==> src/rtl/csf_pkg.sv <==
package csf_pkg;

   ////////////////////////////////////////////////////////////////////////////
   // bus map, byte addresses of the 32-bit words
   localparam logic [7:0] ADDR_FLAGS = 8'h00;
   localparam logic [7:0] ADDR_CTRL = 8'h04;
   localparam logic [7:0] ADDR_IRQ_STAT = 8'h08;
   localparam logic [7:0] ADDR_IRQ_MASK = 8'h0c;
   localparam int ADDR_W = 8;

   ////////////////////////////////////////////////////////////////////////////
   // cpu_flags_register layout
   localparam int FLAGS_W = 16;
   localparam int BIT_ACC_A_OVF = 15;
   localparam int BIT_ACC_B_OVF = 14;
   localparam int BIT_ACC_A_CLIP = 13;
   localparam int BIT_ACC_B_CLIP = 12;
   localparam int BIT_EITHER_OVF = 11;
   localparam int BIT_EITHER_CLIP = 10;
   localparam int BIT_LOOP_ACTIVE = 9;
   localparam int BIT_NIBBLE_CARRY = 8;
   localparam int PRIO_HI = 7;
   localparam int PRIO_LO = 5;
   localparam int BIT_REPEAT_ACTIVE = 4;
   localparam int LOW_FLAGS_HI = 3;
   localparam int LOW_FLAGS_LO = 0;
   localparam int PRIO_W = PRIO_HI - PRIO_LO + 1;
   localparam int LOW_FLAGS_W = LOW_FLAGS_HI - LOW_FLAGS_LO + 1;
   localparam logic [FLAGS_W-1:0] FLAGS_RESET = 16'h0000;

   ////////////////////////////////////////////////////////////////////////////
   // control register
   localparam int BIT_NESTING_DISABLE = 0;

   ////////////////////////////////////////////////////////////////////////////
   // interrupt status / mask layout
   localparam int IRQ_W = 3;
   localparam int IRQ_ACC_A_CLIP = 0;
   localparam int IRQ_ACC_B_CLIP = 1;
   localparam int IRQ_OVF = 2;
   localparam logic [IRQ_W-1:0] IRQ_RESET = 3'h0;

   ////////////////////////////////////////////////////////////////////////////
   // nibble carry tap points
   localparam int BYTE_CARRY_BIT = 4;
   localparam int WORD_CARRY_BIT = 8;

   ////////////////////////////////////////////////////////////////////////////
   // ahb-lite encodings
   localparam logic [1:0] HTRANS_NONSEQ = 2'h2;
   localparam logic HRESP_OKAY = 1'h0;

endpackage : csf_pkg

==> src/rtl/csf_flags.sv <==
// Functional notes
// [RULE1] each accumulator clip flag is sticky: set on clipping, held until software clears it
// [RULE2] either_acc_overflow reads one whenever either accumulator overflow flag is set
// [RULE3] either_acc_clip reads one whenever either sticky clip flag is set
// [RULE4] nibble_carry marks carry or borrow at bit 4 (byte) or bit 8 (word)
// [RULE5] priority level bits ignore data writes while nesting_disable is one
// [RULE6] clip flags change by writing them directly or by clearing either_acc_clip
// [RULE7] software should not use read-modify-write bit operations on clip flags
// [RULE8] reset clears every status flag before the first instruction runs
//
// The address map and the AHB-Lite slave port are this design's own decisions.
module csf_flags #(
   parameter int DATA_W = 16
) (
   input wire logic ref_clk_i,
   input wire logic nrst_i,
   input wire logic ce_i,
   // ahb-lite slave
   input wire logic hsel_i,
   input wire logic [31:0] haddr_i,
   input wire logic [1:0] htrans_i,
   input wire logic hwrite_i,
   input wire logic [2:0] hsize_i,
   input wire logic [31:0] hwdata_i,
   input wire logic hready_i,
   output logic [31:0] hrdata_o,
   output logic hreadyout_o,
   output logic hresp_o,
   // accumulator datapath
   input wire logic acc_upd_i,
   input wire logic acc_a_ovf_i,
   input wire logic acc_b_ovf_i,
   input wire logic acc_a_sat_i,
   input wire logic acc_b_sat_i,
   // alu for the nibble carry
   input wire logic alu_valid_i,
   input wire logic [DATA_W-1:0] alu_a_i,
   input wire logic [DATA_W-1:0] alu_b_i,
   input wire logic alu_sub_i,
   input wire logic alu_byte_i,
   // outputs
   output logic [csf_pkg::FLAGS_W-1:0] cpu_flags_register_o,
   output logic [csf_pkg::PRIO_W-1:0] cpu_priority_level_o,
   output logic nesting_disable_o,
   output logic irq_o
);

   generate
      if (DATA_W != csf_pkg::FLAGS_W) begin : g_chk
         $error("csf_flags: DATA_W must equal the status register width");
      end
   endgenerate

   ////////////////////////////////////////////////////////////////////////////
   // helpers

   function automatic logic addr_is(input logic [csf_pkg::ADDR_W-1:0] a,
                                    input logic [csf_pkg::ADDR_W-1:0] ref_a);
      addr_is = (a == ref_a);
   endfunction : addr_is

   // hardware set wins over a software clear in the same cycle
   function automatic logic sticky_next(input logic cur, input logic sw_we,
                                        input logic sw_val, input logic hw_set);
      logic keep;
      begin
         keep = sw_we ? sw_val : cur;
         sticky_next = keep | hw_set;
      end
   endfunction : sticky_next

   ////////////////////////////////////////////////////////////////////////////
   // state

   logic acc_a_ovf_reg;
   logic acc_a_ovf_next;
   logic acc_b_ovf_reg;
   logic acc_b_ovf_next;
   logic acc_a_clip_sticky_reg;
   logic acc_a_clip_sticky_next;
   logic acc_b_clip_sticky_reg;
   logic acc_b_clip_sticky_next;
   logic nibble_carry_reg;
   logic nibble_carry_next;
   logic [csf_pkg::PRIO_W-1:0] prio_reg;
   logic [csf_pkg::PRIO_W-1:0] prio_next;
   logic [csf_pkg::LOW_FLAGS_W-1:0] low_flags_reg;
   logic [csf_pkg::LOW_FLAGS_W-1:0] low_flags_next;
   logic nesting_disable_reg;
   logic nesting_disable_next;
   logic [csf_pkg::IRQ_W-1:0] irq_stat_reg;
   logic [csf_pkg::IRQ_W-1:0] irq_stat_next;
   logic [csf_pkg::IRQ_W-1:0] irq_mask_reg;
   logic [csf_pkg::IRQ_W-1:0] irq_mask_next;

   // bus pipeline
   logic wr_pend_reg;
   logic rd_pend_reg;
   logic [csf_pkg::ADDR_W-1:0] addr_reg;
   logic [31:0] hrdata_reg;
   logic [31:0] hrdata_next;
   logic hreadyout_reg;
   logic hreadyout_next;
   logic hresp_reg;
   logic irq_reg;
   logic [csf_pkg::FLAGS_W-1:0] flags_out_reg;

   ////////////////////////////////////////////////////////////////////////////
   // bus decode

   wire logic addr_phase;
   wire logic wr_flags;
   wire logic wr_ctrl;
   wire logic wr_mask;
   wire logic rd_flags;
   wire logic rd_ctrl;
   wire logic rd_stat;
   wire logic rd_mask;
   wire logic rd_done;

   // a read takes one wait state so hrdata comes from a flop and sees earlier writes
   assign addr_phase = hsel_i & hready_i & (htrans_i == csf_pkg::HTRANS_NONSEQ);
   assign wr_flags = wr_pend_reg & addr_is(addr_reg, csf_pkg::ADDR_FLAGS);
   assign wr_ctrl = wr_pend_reg & addr_is(addr_reg, csf_pkg::ADDR_CTRL);
   assign wr_mask = wr_pend_reg & addr_is(addr_reg, csf_pkg::ADDR_IRQ_MASK);
   assign rd_done = rd_pend_reg & ~hreadyout_reg;
   assign rd_flags = addr_is(addr_reg, csf_pkg::ADDR_FLAGS);
   assign rd_ctrl = addr_is(addr_reg, csf_pkg::ADDR_CTRL);
   assign rd_stat = rd_done & addr_is(addr_reg, csf_pkg::ADDR_IRQ_STAT);
   assign rd_mask = addr_is(addr_reg, csf_pkg::ADDR_IRQ_MASK);

   ////////////////////////////////////////////////////////////////////////////
   // flag updates

   wire logic hw_carry;
   wire logic sat_a_evt;
   wire logic sat_b_evt;
   wire logic ovf_evt;
   wire logic clip_group_clear;
   wire logic clip_wr_a;
   wire logic clip_wr_b;
   wire logic either_ovf;
   wire logic either_clip;
   wire logic [csf_pkg::FLAGS_W-1:0] flags_image;

   csf_nibble_carry #(
      .DATA_W(DATA_W)
   ) u_carry (
      .a_i(alu_a_i),
      .b_i(alu_b_i),
      .sub_i(alu_sub_i),
      .byte_i(alu_byte_i),
      .carry_o(hw_carry)
   );

   assign sat_a_evt = acc_upd_i & acc_a_sat_i;
   assign sat_b_evt = acc_upd_i & acc_b_sat_i;
   assign ovf_evt = acc_upd_i & (acc_a_ovf_i | acc_b_ovf_i);

   // writing zero to either_acc_clip drops both clip flags
   assign clip_group_clear = wr_flags & ~hwdata_i[csf_pkg::BIT_EITHER_CLIP]; // see [RULE6]
   assign clip_wr_a = clip_group_clear ? 1'b0 : hwdata_i[csf_pkg::BIT_ACC_A_CLIP];
   assign clip_wr_b = clip_group_clear ? 1'b0 : hwdata_i[csf_pkg::BIT_ACC_B_CLIP];

   // a single word write cannot split the clip pair, which is why bit operations race
   assign acc_a_clip_sticky_next =
      sticky_next(acc_a_clip_sticky_reg, wr_flags, clip_wr_a, sat_a_evt); // see [RULE1] [RULE6]
   assign acc_b_clip_sticky_next =
      sticky_next(acc_b_clip_sticky_reg, wr_flags, clip_wr_b, sat_b_evt); // see [RULE1] [RULE6]

   // overflow flags track the latest accumulator result; datapath beats a write
   assign acc_a_ovf_next = acc_upd_i ? acc_a_ovf_i :
                           wr_flags ? hwdata_i[csf_pkg::BIT_ACC_A_OVF] : acc_a_ovf_reg;
   assign acc_b_ovf_next = acc_upd_i ? acc_b_ovf_i :
                           wr_flags ? hwdata_i[csf_pkg::BIT_ACC_B_OVF] : acc_b_ovf_reg;

   assign nibble_carry_next = alu_valid_i ? hw_carry : // see [RULE4]
                              wr_flags ? hwdata_i[csf_pkg::BIT_NIBBLE_CARRY] : nibble_carry_reg;

   assign prio_next = (wr_flags & ~nesting_disable_reg) ? // see [RULE5]
                      hwdata_i[csf_pkg::PRIO_HI:csf_pkg::PRIO_LO] : prio_reg;
   assign low_flags_next = wr_flags ?
                           hwdata_i[csf_pkg::LOW_FLAGS_HI:csf_pkg::LOW_FLAGS_LO] : low_flags_reg;
   assign nesting_disable_next = wr_ctrl ?
                                 hwdata_i[csf_pkg::BIT_NESTING_DISABLE] : nesting_disable_reg;

   // summary bits are derived, so they can never disagree with their sources
   assign either_ovf = acc_a_ovf_reg | acc_b_ovf_reg; // see [RULE2]
   assign either_clip = acc_a_clip_sticky_reg | acc_b_clip_sticky_reg; // see [RULE3]

   assign flags_image = {acc_a_ovf_reg,
                         acc_b_ovf_reg,
                         acc_a_clip_sticky_reg,
                         acc_b_clip_sticky_reg,
                         either_ovf,
                         either_clip,
                         1'b0,
                         nibble_carry_reg,
                         prio_reg,
                         1'b0,
                         low_flags_reg};

   ////////////////////////////////////////////////////////////////////////////
   // interrupts: sticky events, cleared by reading, new events win

   wire logic [csf_pkg::IRQ_W-1:0] irq_evt;
   wire logic [csf_pkg::IRQ_W-1:0] irq_kept;

   assign irq_evt = {ovf_evt, sat_b_evt, sat_a_evt};
   assign irq_kept = rd_stat ? csf_pkg::IRQ_RESET : irq_stat_reg;
   assign irq_stat_next = irq_kept | irq_evt;
   assign irq_mask_next = wr_mask ? hwdata_i[csf_pkg::IRQ_W-1:0] : irq_mask_reg;

   ////////////////////////////////////////////////////////////////////////////
   // read data and wait state

   wire logic [31:0] rd_word;

   assign rd_word = rd_flags ? {{(32-csf_pkg::FLAGS_W){1'b0}}, flags_image} :
                    rd_ctrl ? {31'h0000_0000, nesting_disable_reg} :
                    addr_is(addr_reg, csf_pkg::ADDR_IRQ_STAT) ?
                       {{(32-csf_pkg::IRQ_W){1'b0}}, irq_stat_reg} :
                    rd_mask ? {{(32-csf_pkg::IRQ_W){1'b0}}, irq_mask_reg} :
                    32'h0000_0000;

   assign hrdata_next = rd_done ? rd_word : hrdata_reg;
   assign hreadyout_next = (addr_phase & ~hwrite_i) ? 1'b0 : 1'b1;

   ////////////////////////////////////////////////////////////////////////////
   // registers

   always_ff @(posedge ref_clk_i) begin
      if (!nrst_i) begin
         wr_pend_reg <= 1'b0;
         rd_pend_reg <= 1'b0;
         addr_reg <= csf_pkg::ADDR_FLAGS;
         hrdata_reg <= 32'h0000_0000;
         hreadyout_reg <= 1'b1;
         hresp_reg <= csf_pkg::HRESP_OKAY;
      end else if (ce_i) begin
         wr_pend_reg <= addr_phase & hwrite_i;
         rd_pend_reg <= addr_phase & ~hwrite_i;
         if (addr_phase) begin
            addr_reg <= haddr_i[csf_pkg::ADDR_W-1:0];
         end
         hrdata_reg <= hrdata_next;
         hreadyout_reg <= hreadyout_next;
         hresp_reg <= csf_pkg::HRESP_OKAY;
      end
   end

   always_ff @(posedge ref_clk_i) begin
      if (!nrst_i) begin // see [RULE8]
         acc_a_ovf_reg <= csf_pkg::FLAGS_RESET[csf_pkg::BIT_ACC_A_OVF];
         acc_b_ovf_reg <= csf_pkg::FLAGS_RESET[csf_pkg::BIT_ACC_B_OVF];
         acc_a_clip_sticky_reg <= csf_pkg::FLAGS_RESET[csf_pkg::BIT_ACC_A_CLIP];
         acc_b_clip_sticky_reg <= csf_pkg::FLAGS_RESET[csf_pkg::BIT_ACC_B_CLIP];
         nibble_carry_reg <= csf_pkg::FLAGS_RESET[csf_pkg::BIT_NIBBLE_CARRY];
         prio_reg <= csf_pkg::FLAGS_RESET[csf_pkg::PRIO_HI:csf_pkg::PRIO_LO];
         low_flags_reg <= csf_pkg::FLAGS_RESET[csf_pkg::LOW_FLAGS_HI:csf_pkg::LOW_FLAGS_LO];
         nesting_disable_reg <= 1'b0;
      end else if (ce_i) begin
         acc_a_ovf_reg <= acc_a_ovf_next;
         acc_b_ovf_reg <= acc_b_ovf_next;
         acc_a_clip_sticky_reg <= acc_a_clip_sticky_next;
         acc_b_clip_sticky_reg <= acc_b_clip_sticky_next;
         nibble_carry_reg <= nibble_carry_next;
         prio_reg <= prio_next;
         low_flags_reg <= low_flags_next;
         nesting_disable_reg <= nesting_disable_next;
      end
   end

   always_ff @(posedge ref_clk_i) begin
      if (!nrst_i) begin
         irq_stat_reg <= csf_pkg::IRQ_RESET;
         irq_mask_reg <= csf_pkg::IRQ_RESET;
         irq_reg <= 1'b0;
         flags_out_reg <= csf_pkg::FLAGS_RESET;
      end else if (ce_i) begin
         irq_stat_reg <= irq_stat_next;
         irq_mask_reg <= irq_mask_next;
         // one cycle behind the status bit, traded for a flop-driven pin
         irq_reg <= |(irq_stat_reg & irq_mask_reg);
         flags_out_reg <= flags_image;
      end
   end

   ////////////////////////////////////////////////////////////////////////////
   // outputs

   assign hrdata_o = hrdata_reg;
   assign hreadyout_o = hreadyout_reg;
   assign hresp_o = hresp_reg;
   assign irq_o = irq_reg;
   assign cpu_flags_register_o = flags_out_reg;
   assign cpu_priority_level_o = prio_reg;
   assign nesting_disable_o = nesting_disable_reg;

endmodule : csf_flags

==> src/rtl/csf_nibble_carry.sv <==
module csf_nibble_carry #(
   parameter int DATA_W = 16
) (
   input wire logic [DATA_W-1:0] a_i,
   input wire logic [DATA_W-1:0] b_i,
   input wire logic sub_i,
   input wire logic byte_i,
   output logic carry_o
);

   generate
      if (DATA_W < csf_pkg::WORD_CARRY_BIT) begin : g_chk
         $error("csf_nibble_carry: operand width too small");
      end
   endgenerate

   // carry out of the low n bits of a + (b or ~b) + sub
   function automatic logic lane_carry(input logic [DATA_W-1:0] a, input logic [DATA_W-1:0] b,
                                       input logic sub, input int n);
      logic [DATA_W:0] sum;
      logic [DATA_W-1:0] mask;
      logic [DATA_W-1:0] bb;
      begin
         mask = (DATA_W)'((1 << n) - 1);
         bb = sub ? ~b : b;
         sum = {1'b0, a & mask} + {1'b0, bb & mask} + {{DATA_W{1'b0}}, sub};
         lane_carry = sum[n];
      end
   endfunction : lane_carry

   wire logic byte_c;
   wire logic word_c;
   wire logic raw_c;

   assign byte_c = lane_carry(a_i, b_i, sub_i, csf_pkg::BYTE_CARRY_BIT);
   assign word_c = lane_carry(a_i, b_i, sub_i, csf_pkg::WORD_CARRY_BIT);
   assign raw_c = byte_i ? byte_c : word_c;
   // subtract: a missing carry is a borrow into the tap bit
   assign carry_o = sub_i ? ~raw_c : raw_c; // see [RULE4]

endmodule : csf_nibble_carry

==> config.mk <==
export PLATFORM = sky130hd
export DESIGN_NAME = csf_flags
export DESIGN_NICKNAME = d
export VERILOG_FILES = /design/src/rtl/csf_pkg.sv /design/src/rtl/csf_flags.sv /design/src/rtl/csf_nibble_carry.sv
export SDC_FILE = /design/constraint.sdc
export NUM_CORES = 1
export LEC_CHECK = 0
export BUFFER_PORTS_ARGS = -buffer_cell sky130_fd_sc_hd__buf_2
export CAP_MARGIN = 20
export CORE_MARGIN = 2
export CORE_UTILIZATION = 44
export CTS_BUF_LIST = sky130_fd_sc_hd__clkbuf_2
export DETAILED_ROUTE_END_ITERATION = 8
export PLACE_DENSITY = 0.85
export SYNTH_ARGS = -nofsm -noshare
export SYNTH_HDL_FRONTEND = slang
export SYNTH_HIERARCHICAL = 1
export SYNTH_SLANG_ARGS = --single-unit
==> constraint.sdc <==
create_clock -name ref_clk_i -period 2.42 [get_ports ref_clk_i]
set_input_delay 0.242 -clock ref_clk_i [delete_from_list [all_inputs] [get_ports ref_clk_i]]
set_output_delay 0.242 -clock ref_clk_i [all_outputs]
set_load 0.05 [all_outputs]
# Yosys cells after proc, flatten, opt, wreduce, memory -nomap -nowiden
# Cells that the tools add are included.
classes:
  add_sub_neg: 4
  multipliers: 0
  n_div: 0
  magnitude_cmp: 0
  n_eq_ne: 4
  shift: 0
  mux: 19
  bitwise: 27
  reduce_logical: 12
ops:
  columns: ["cell", "n"]
  rows:
  - ["equality test 8 x 4 -> 1 bit (second input constant)", 2]
  - ["2-to-1 mux 16 bit", 1]
  - ["AND reduction 2 bit", 8]
  - ["bitwise AND 1 bit", 14]
  - ["2-to-1 mux 1 bit", 13]
  - ["2-to-1 mux 3 bit", 4]
  - ["adder 8 x 8 -> 9 bit", 1]
  - ["adder 9 x 1 -> 9 bit", 1]
  - ["equality test 8 x 3 -> 1 bit (second input constant)", 1]
  - ["logical NOT 8 bit", 1]
  - ["2-to-1 mux 8 bit", 1]
  - ["inverter 8 bit", 1]
  - ["adder 4 x 4 -> 5 bit", 1]
  - ["adder 5 x 1 -> 5 bit", 1]
  - ["inverter 1 bit", 5]
  - ["bitwise OR 1 bit", 5]
  - ["nonzero test 2 bit", 2]
  - ["bitwise AND 3 bit", 1]
  - ["bitwise OR 3 bit", 1]
  - ["OR reduction 3 bit", 1]
  - ["equality test 2 bit (second input constant)", 1]
word_totals:
  register_bits: 77
  latchBits: 0
  ram_bits: 0
  rom_bits: 0
  input_bits: 115
  output_inout_bits: 55
  word_cells: 83
  mem_count: 0

# Logic depth before layout (Yosys ltp)
# Gate-level depths: netlist (run 1).
depth:
  ltp_word: 8
  ltp_mapped: 10

# Cells and area by module
# Netlist (run 1), hierarchy kept.
by_module_without_submodules:
  columns: ["mod", "instances", "cells_per_inst", "area_each_um2"]
  rows:
  - ["csf_flags", 1, 255, 2502.4]
  - ["csf_nibble_carry", 1, 28, 251.5]

# Worst setup path after synthesis (run 1)
# Ideal clock, no wire load.
synth_timing:
  path_type: "input port to flip-flop"
  from: "input port alu_sub_i"
  to: "register nibble_carry_reg"
  setup_time_ps: 122
  arrival_time_ps: 1922
  required_time_ps: 2298
  path_slack_ps: 376
  cell_stages: 10
  n_path_buf: 1
  path_cell_list: "buf_2 > xor2_1 > ha_1 > a41o_1 > and2_4 > a221oi_2 > xnor2_1 > mux2i_1 > o21ai_0 > o311a_1"
synth_via:
  elab_chain_len: 7
  word_cells_on_any_way: 9
  classes_between: "4 x add/sub; 4 x mux; 1 x bitwise"
synth_lines:
  columns: ["item", "line_no", "text"]
  rows:
  - ["start, declared", "csf_flags.sv:39", "input wire logic alu_sub_i,"]
  - ["2-to-1 mux 8 bit", "csf_nibble_carry.sv:25", "bb = sub ? ~b : b;"]
  - ["adder 8 x 8 -> 9 bit or adder 4 x 4 -> 5 bit (tied branches)", "csf_nibble_carry.sv:26", "sum = {1'b0, a & mask} + {1'b0, bb & mask} + {{DATA_W{1'b0}}, sub};"]
  - ["adder 9 x 1 -> 9 bit or adder 5 x 1 -> 5 bit (tied branches)", "csf_nibble_carry.sv:26", null]
  - ["2-to-1 mux 1 bit", "csf_nibble_carry.sv:37", "assign raw_c = byte_i ? byte_c : word_c;"]
  - ["inverter 1 bit", "csf_nibble_carry.sv:39", "assign carry_o = sub_i ? ~raw_c : raw_c;"]
  - ["2-to-1 mux 1 bit *", "csf_nibble_carry.sv:39", null]
  - ["via hw_carry", "csf_flags.sv:135", "wire logic hw_carry;"]
  - ["2-to-1 mux 1 bit *", "csf_flags.sv:177", "assign nibble_carry_next = alu_valid_i ? hw_carry :"]
  - ["end signal, assigned", "csf_flags.sv:258", "nibble_carry_reg <= csf_pkg::FLAGS_RESET[csf_pkg::BIT_NIBBLE_CARRY];"]
  - ["end signal, assigned", "csf_flags.sv:267", "nibble_carry_reg <= nibble_carry_next;"]
  - ["end, declared", "csf_flags.sv:83", "logic nibble_carry_reg;"]
# Mark *: on every way through the listed nets, which the timed path passes. The rest lies on a longest branch.
# A chain may end at the register's enable or synchronous reset.

# Worst setup path after layout (run 1)
layout_timing:
  from: "register addr_reg[0] in the netlist's numbering"
  to: "register acc_b_clip_sticky_reg"
layout_via:
  elab_chain_len: 6
layout_lines:
  columns: ["item", "line_no", "text"]
  rows:
  - ["start, declared", "csf_flags.sv:99", "logic [csf_pkg::ADDR_W-1:0] addr_reg;"]
  - ["start signal, assigned", "csf_flags.sv:236", "addr_reg <= csf_pkg::ADDR_FLAGS;"]
  - ["start signal, assigned", "csf_flags.sv:244", "addr_reg <= haddr_i[csf_pkg::ADDR_W-1:0];"]
  - ["logical NOT 8 bit *", "csf_flags.sv:59", "addr_is = (a == ref_a);"]
  - ["bitwise AND 1 bit *", "csf_flags.sv:123", "assign wr_flags = wr_pend_reg & addr_is(addr_reg, csf_pkg::ADDR_FLAGS);"]
  - ["bitwise AND 1 bit", "csf_flags.sv:161", "assign clip_group_clear = wr_flags & ~hwdata_i[csf_pkg::BIT_EITHER_CLIP];"]
  - ["2-to-1 mux 1 bit", "csf_flags.sv:163", "assign clip_wr_b = clip_group_clear ? 1'b0 : hwdata_i[csf_pkg::BIT_ACC_B_CLIP];"]
  - ["2-to-1 mux 1 bit *", "csf_flags.sv:67", "keep = sw_we ? sw_val : cur;"]
  - ["bitwise OR 1 bit *", "csf_flags.sv:68", "sticky_next = keep | hw_set;"]
  - ["end signal, assigned", "csf_flags.sv:257", "acc_b_clip_sticky_reg <= csf_pkg::FLAGS_RESET[csf_pkg::BIT_ACC_B_CLIP];"]
  - ["end signal, assigned", "csf_flags.sv:266", "acc_b_clip_sticky_reg <= acc_b_clip_sticky_next;"]
  - ["end, declared", "csf_flags.sv:81", "logic acc_b_clip_sticky_reg;"]
# Mark *: on every way between the ends. The rest lies on a longest branch, timed or not.

==> flow_metrics.py, run 1 <==
metrics = {
    "floorplan": {
        "coreArea_mm2": 0.005991,
        "io_pins": 170,
        "initial_core_util": 0.4597,
        "num_rows": 28,
        "dieArea_mm2": 0.006907,
        "die_w_um": 83.11,
        "die_h_um": 83.11,
    },
    "yosys": {
        "ys_seq_elements": 59,
        "syn_area_per_cell_um2": 9.731,
        "synth_cells": 283,
        "synth_compound_area_frac": 0.1113,
        "synth_xor_xnor_area_share": 0.02544,
        "async_flop_share": 0,
        "yosys_warnings": 6,
        "yosys.area.top_type": "dfxtp_1",
        "synth-simple-area-share": 0.1713,
        "yosysSeqAreaShare": 0.4289,
        "synth_cell_type_count": 43,
        "synth_area_leaders": "dfxtp_1, mux2i_1, buf_4, nor2_1, ha_1",
        "synth_area_mm2": 0.002754,
        "synth_edf_count": 0,
        "ys.flop_type": "dfxtp_1",
        "synth_adder_area_share": 0.03180,
        "synth_top_cells_by_count": "dfxtp_1, mux2i_1, nor2_1, buf_4, nand2_1",
        "synth.most_common_cell": "dfxtp_1",
        "synth_top_family_by_area": "simple AND/OR/NAND/NOR gates",
        "synth_top_cell_area_share": 0.4289,
        "muxShareOfSynthArea": 0.1354,
    },
    "timing": {
        "tightest_slew_ps": 722.0,
        "setup_violations": 0,
        "grt_setup_unrepaired": "no",
        "maxSlewHeadroom": 0.5119,
        "skew_ps": 15.68,
        "final.min_clock_period_ps": 2060,
        "timing.fmax_ghz": 0.4854,
        "final_max_slew_viol_count": 0,
        "period_share": 0.8513,
        "fin_setup_tns_ps": 0,
        "hold_viol": 0,
    },
    "place": {
        "hpwl_mm": 4.747,
        "gp_congestion": 0.7940,
        "io_buffers": 86,
    },
    "clock_tree": {
        "htree_num_levels": 3,
        "numCtsBuffers": 9,
        "ctsHoldBuffers": 15,
        "insertion_delay_ps": 500,
        "clockBufferDepth": 2,
        "cts_resized": 0,
        "cts_root_buf": "clkbuf_2",
        "clock_sinks": 59,
        "cts.clk_slew.worst_paths_ps": 150,
        "tritoncts": "built",
        "postCtsSetupBuffers": 0,
    },
    "global_route": {
        "grt-ovfl-total": 0,
        "antenna_found_initial": 0,
        "grt_first_pass_wirelength_mm": 10.63,
        "grt_pass1_vias": 2252,
        "grt_max_degree": 29,
        "grtUsageTotal": 0.1932,
    },
    "finish": {
        "drive_above_1_share": 0.3222,
        "fin_nets": 505,
        "fill_cells": 538,
        "antenna_cells": 0,
        "areaGrowthSynthToFinish_pct": 25.90,
    },
    "setup_path": {
        "rr_worst_depth": 4,
        "slowest_delay_ps": 670,
        "startpoint_type": "flip-flop",
        "required_ps": 2860,
        "r2r-start": "addr_reg[0]$_SDFFE_PN0P_",
        "crit_fanout": 6,
        "regToRegEndpoint": "acc_b_clip_sticky_reg$_SDFFE_PN0P_",
        "crit_slowest_cell": "nor4b_1",
        "path_class": "flip-flop to flip-flop",
        "r2r_slack_ps": 360,
        "crit_path_cell_trace": "or4_4 -> nor4b_1 -> nand3_1 -> a31oi_1",
        "cp-end-kind": "flip-flop",
        "arrival_ps": 2500,
    },
    "routing": {
        "drc": 0,
        "vias_per_cell": 5.052,
        "drtIter0Drc": 94,
        "num_vias": 2339,
        "drtPass1Iterations": 4,
        "wirelength_mm": 6.564,
        "ant_nets": 0,
        "wl_per_cell_um": 14.18,
    },
    "pwr": {
        "power_density_mw_per_mm2": 608.0,
        "ir_drop_v": 0.0005401,
        "leakagePower_nw": 1.667,
        "finalPower_mw": 2.108,
    },
    "hold_path": {
        "hold_end": "acc_b_ovf_reg$_SDFFE_PN0P_",
        "holdCritStartpoint": "hwdata_i[14]",
        "holdPathStages": 3,
        "hold_path_class": "primary input to flip-flop",
    },
    "job": {
        "maxCapViolations": 0,
    },
    "outcome": {
        "status": "complete, no violations",
    },
}
==> cell families (layout without fill, tap and decap cells) <==
| family | count (synthesis) | count (layout) |
|---|---|---|
| flip-flops | 59 | 59 |
| multiplexers | 36 | 36 |
| other | 1 | 21 |
| adder cells (fa/ha/maj) | 7 | 7 |
| buffers and inverters | 43 | 128 |
| AND/OR/NAND/NOR | 89 | 89 |
| XOR/XNOR | 8 | 8 |
| AO/OA/AOI/OAI | 40 | 40 |
==> worst max-delay path, delay by kind of cell (launching register included) <==
family	cells	cell delay, ps
AND/OR/NAND/NOR	3	1480
AO/OA/AOI/OAI	1	190
flip-flops	1	340
==> power breakdown <==
part	leakage, nW	internal (mW)	switching [mW]
clock network	0.0933	0.444	0.350
logic	1.10	0.111	0.199
registers	0.478	0.989	0.0145
==> through the flow <==
step	instances	setup slack, ps	util	instance area, µm²	hold slack (ps)
2_1_floorplan	303	376.3	-	2829	380.8
3_3_place_gp	431	290.4	0.5263	3153	424.3
3_5_place_dp	431	234.8	0.5263	3153	423.9
4_1_cts	462	386.9	0.5771	3457	5.100
5_1_grt	463	254.8	0.5787	3467	1.613
6_report	463	359.8	0.5787	3467	45.63
==> placed cells by master, fill, tap and decap left out, types with 3 or more instances in the layout <==
master | netlist | routed
ha_1 | 7 | 7
clkbuf_2 | 0 | 10
inv_1 | 3 | 3
or3b_2 | 3 | 3
nor2_1 | 35 | 35
nand2_1 | 18 | 18
nand3b_1 | 3 | 3
buf_4 | 22 | 6
o21ai_0 | 9 | 9
and2_1 | 4 | 4
nand3_1 | 8 | 8
dlygate4sd3_1 | 0 | 16
buf_2 | 1 | 86
bufinv_16 | 0 | 3
dfxtp_1 | 59 | 59
o22ai_1 | 6 | 6
a211oi_1 | 5 | 5
nand2b_1 | 4 | 4
xor2_1 | 7 | 7
a32o_1 | 3 | 3
conb_1 | 1 | 21
mux2i_1 | 35 | 35
a22o_2 | 8 | 8
==> worst max-delay path by stage <==
stage | startpoint | to | slack [ps] | depth (start not counted)
6_report | addr_reg[0]$_SDFFE_PN0P_ | acc_b_clip_sticky_reg$_SDFFE_PN0P_ | 360 | 4
5_1_grt | addr_reg[0]$_SDFFE_PN0P_ | acc_b_clip_sticky_reg$_SDFFE_PN0P_ | 250 | 4
4_1_cts | addr_reg[0]$_SDFFE_PN0P_ | acc_a_clip_sticky_reg$_SDFFE_PN0P_ | 390 | 4
3_5_place_dp | alu_sub_i | nibble_carry_reg$_SDFFE_PN0P_ | 230 | 10
3_3_place_gp | alu_sub_i | nibble_carry_reg$_SDFFE_PN0P_ | 290 | 10
2_1_floorplan | alu_sub_i | nibble_carry_reg$_SDFFE_PN0P_ | 380 | 10
==> layout make-up <==
| cell class | count | area (µm²) | share of cell area |
|---|---|---|---|
| sequential | 59 | 1181 | 0.3407 |
| inverter | 4 | 15.01 | 0.004331 |
| clock inverter | 6 | 103.9 | 0.02995 |
| tap | 75 | 93.84 | 0.02707 |
| multi-input combinational | 201 | 1388 | 0.4002 |
| timing repair buffer | 108 | 635.6 | 0.1833 |
| clock buffer | 10 | 50.05 | 0.01444 |
==> per-layer routing <==
metal	up-vias	wire length (µm)	GRT usage
met4	0	115	0.06110
met1	1097	2720	0.2147
met2	77	3342	0.3380
li1	1153	-	-
met3	12	385	0.07555
met5	-	0	0
No activity file was read; power rests on OpenSTA's default activity.
==> run 2, diff against run 1 <==
Settings changed: CORE_UTILIZATION 44 to 45, SYNTH_HIERARCHICAL 1 to default.
==> flow_metrics.py, run 2 <==
metrics = {
    "yosys": {
        "synth_cell_type_count": 43,
        "yosysSeqAreaShare": 0.4110,
        "synth_cells": 290,
        "synth_edf_count": 0,
        "yosys.area.top_type": "dfxtp_1",
        "async_flop_share": 0,
        "ys_seq_elements": 59,
        "syn_area_per_cell_um2": 9.910,
        "synth_top_cells_by_count": "dfxtp_1, nor2b_1, mux2i_1, buf_4, nand2_1",
        "yosys_warnings": 0,
        "synth.most_common_cell": "dfxtp_1",
        "synth_top_cell_area_share": 0.4110,
        "synth_area_mm2": 0.002874,
        "synth_area_leaders": "dfxtp_1, mux2i_1, nor2b_1, buf_4, a22oi_1",
        "ys.flop_type": "dfxtp_1",
    },
    "finish": {
        "stdcell_count": 469,
        "areaGrowthSynthToFinish_pct": 22.90,
        "mostFrequentLayoutCells": "buf_2, dfxtp_1, nor2b_1, mux2i_1, conb_1",
        "drive_above_1_share": 0.2857,
        "antenna_cells": 0,
        "final_util": 0.5627,
        "fin_nets": 509,
        "layout_commonest_cell": "buf_2",
    },
    "clock_tree": {
        "clockBufferDepth": 2,
        "numCtsBuffers": 9,
        "ctsHoldBuffers": 15,
        "tritoncts": "built",
        "cts.clk_slew.worst_paths_ps": 160,
        "cts_resized": 0,
        "cts_root_buf": "clkbuf_2",
        "htree_num_levels": 3,
        "clock_sinks": 59,
        "postCtsSetupBuffers": 0,
        "insertion_delay_ps": 510,
    },
    "hold_path": {
        "holdPathStages": 3,
        "hold_path_class": "primary input to flip-flop",
        "holdCritStartpoint": "acc_a_sat_i",
        "hold_end": "irq_stat_reg[0]$_SDFFE_PN0P_",
    },
    "routing": {
        "drtIter0Drc": 115,
        "drc": 0,
        "num_vias": 2353,
        "drtPass1Iterations": 4,
        "wl_per_cell_um": 13.56,
        "wirelength_mm": 6.361,
        "vias_per_cell": 5.017,
        "ant_nets": 0,
    },
    "timing": {
        "hold_viol": 0,
        "timing.fmax_ghz": 0.5355,
        "final_max_slew_viol_count": 0,
        "fin_hold_ws_ps": 42.64,
        "grt_setup_unrepaired": "no",
        "fin_setup_tns_ps": 0,
        "final.min_clock_period_ps": 1868,
        "maxSlewHeadroom": 0.4637,
        "fin_ws_ps": 552.4,
        "setup_violations": 0,
        "period_share": 0.7717,
        "tightest_slew_ps": 804.4,
        "skew_ps": 13.77,
    },
    "global_route": {
        "grt-ovfl-total": 0,
        "grtUsageTotal": 0.1888,
        "antenna_found_initial": 0,
        "grt_pass1_vias": 2255,
        "grt_max_degree": 60,
        "grt_first_pass_wirelength_mm": 10.46,
    },
    "setup_path": {
        "required_ps": 2860,
        "arrival_ps": 2310,
        "path_common_cell": "nor4_4",
        "critPathBufInv": 0,
        "r2r_slack_ps": 550,
        "path_class": "flip-flop to flip-flop",
        "slowest_delay_ps": 640,
        "regToRegEndpoint": "hrdata_o[10]$_SDFFE_PN0P_",
        "crit_path_cell_trace": "nor4_4 -> nand2_2 -> nor4_4 -> o21ai_1 -> a21boi_1",
        "crit_fanout": 11,
        "cpLargestDelayFamily": "simple AND/OR/NAND/NOR gates",
        "cp-end-kind": "flip-flop",
        "r2r-start": "addr_reg[0]$_SDFFE_PN0P_",
        "rr_worst_depth": 5,
        "crit_slowest_cell": "nor4_4",
        "startpoint_type": "flip-flop",
    },
    "job": {
        "maxCapViolations": 0,
    },
    "floorplan": {
        "num_rows": 29,
        "initial_core_util": 0.4578,
        "die_h_um": 83.92,
        "die_w_um": 83.92,
        "io_pins": 170,
        "dieArea_mm2": 0.007042,
        "coreArea_mm2": 0.006277,
    },
    "outcome": {
        "status": "complete, no violations",
    },
    "place": {
        "hpwl_mm": 4.442,
        "gp_congestion": 0.7890,
        "io_buffers": 86,
        "dp.cells": 437,
        "post-place-ws_ps": 358.0,
    },
    "pwr": {
        "leakagePower_nw": 1.691,
        "ir_drop_v": 0.0002641,
        "power_density_mw_per_mm2": 565.6,
    },
}
==> run 2: changes by cell type after synthesis, sizes merged, moves of 3 or more <==
cell	change
a22oi	+12
nor2	-30
nand2b	-3
nor2b	+45
a32o	-3
a22o	-8
o22ai	-3
a211oi	-5
or3b	-3
a21boi	+7
clkbuf	-3
o211a	+5
==> run 2: cell type report <==
cell class | instances | area, µm²
Tap cell | 77 | 96.34
Sequential cell | 59 | 1181
Fill cell | 585 | 2745
Multi-Input combinational cell | 209 | 1506
Inverter | 4 | 15.01
Clock buffer | 9 | 45.04
Timing Repair Buffer | 104 | 605.6
Clock inverter | 7 | 82.58
==> run 2: worst reg2reg max path, stage by stage, from the launching register on <==
cell and delay [ps]:
dfxtp_1 370, nor4_4 340, nand2_2 140, nor4_4 640, o21ai_1 170, a21boi_1 160
==> run 2: worst max path at each step <==
stage                                   startpoint                       endpoint  depth (start not counted)
after global routing      addr_reg[0]$_SDFFE_PN0P_      hrdata_o[10]$_SDFFE_PN0P_                          5
after global placement                   alu_sub_i  nibble_carry_reg$_SDFFE_PN0P_                          8
after detailed placement                 alu_sub_i  nibble_carry_reg$_SDFFE_PN0P_                          8
after CTS                 addr_reg[0]$_SDFFE_PN0P_      hrdata_o[10]$_SDFFE_PN0P_                          5
after floorplan                          alu_sub_i  nibble_carry_reg$_SDFFE_PN0P_                          8
final                     addr_reg[0]$_SDFFE_PN0P_      hrdata_o[10]$_SDFFE_PN0P_                          5
==> run 2: power breakdown <==
part           internal (mW)  switching, mW
clock                  0.330          0.358
combinational          0.117          0.187
sequential             0.990         0.0162
total                   1.44          0.561
==> run 2: logic make-up after synthesis <==
kind of cell,share of synthesized area
compound gates,0.1149
fa+ha+maj,0.03047
flops,0.4110
other cells,0.001305
buf+inv,0.09098
simple gates,0.1937
mux,0.1332
xor+xnor,0.02438
==> run 2: stage by stage <==
stage,power (mW),area (µm²)
global route,2.099,3532
finish,1.998,3532
global placement,1.302,3244
floorplan,1.260,2949
CTS,2.016,3522
detailed placement,1.309,3244
==> run 2: routing by layer <==
metal,vias to the layer above,track usage,share of wire
met5,-,0,0
met4,0,0.09091,0.026
met3,17,0.06429,0.060
met2,75,0.3164,0.49
met1,1101,0.2149,0.42
li1,1160,-,-
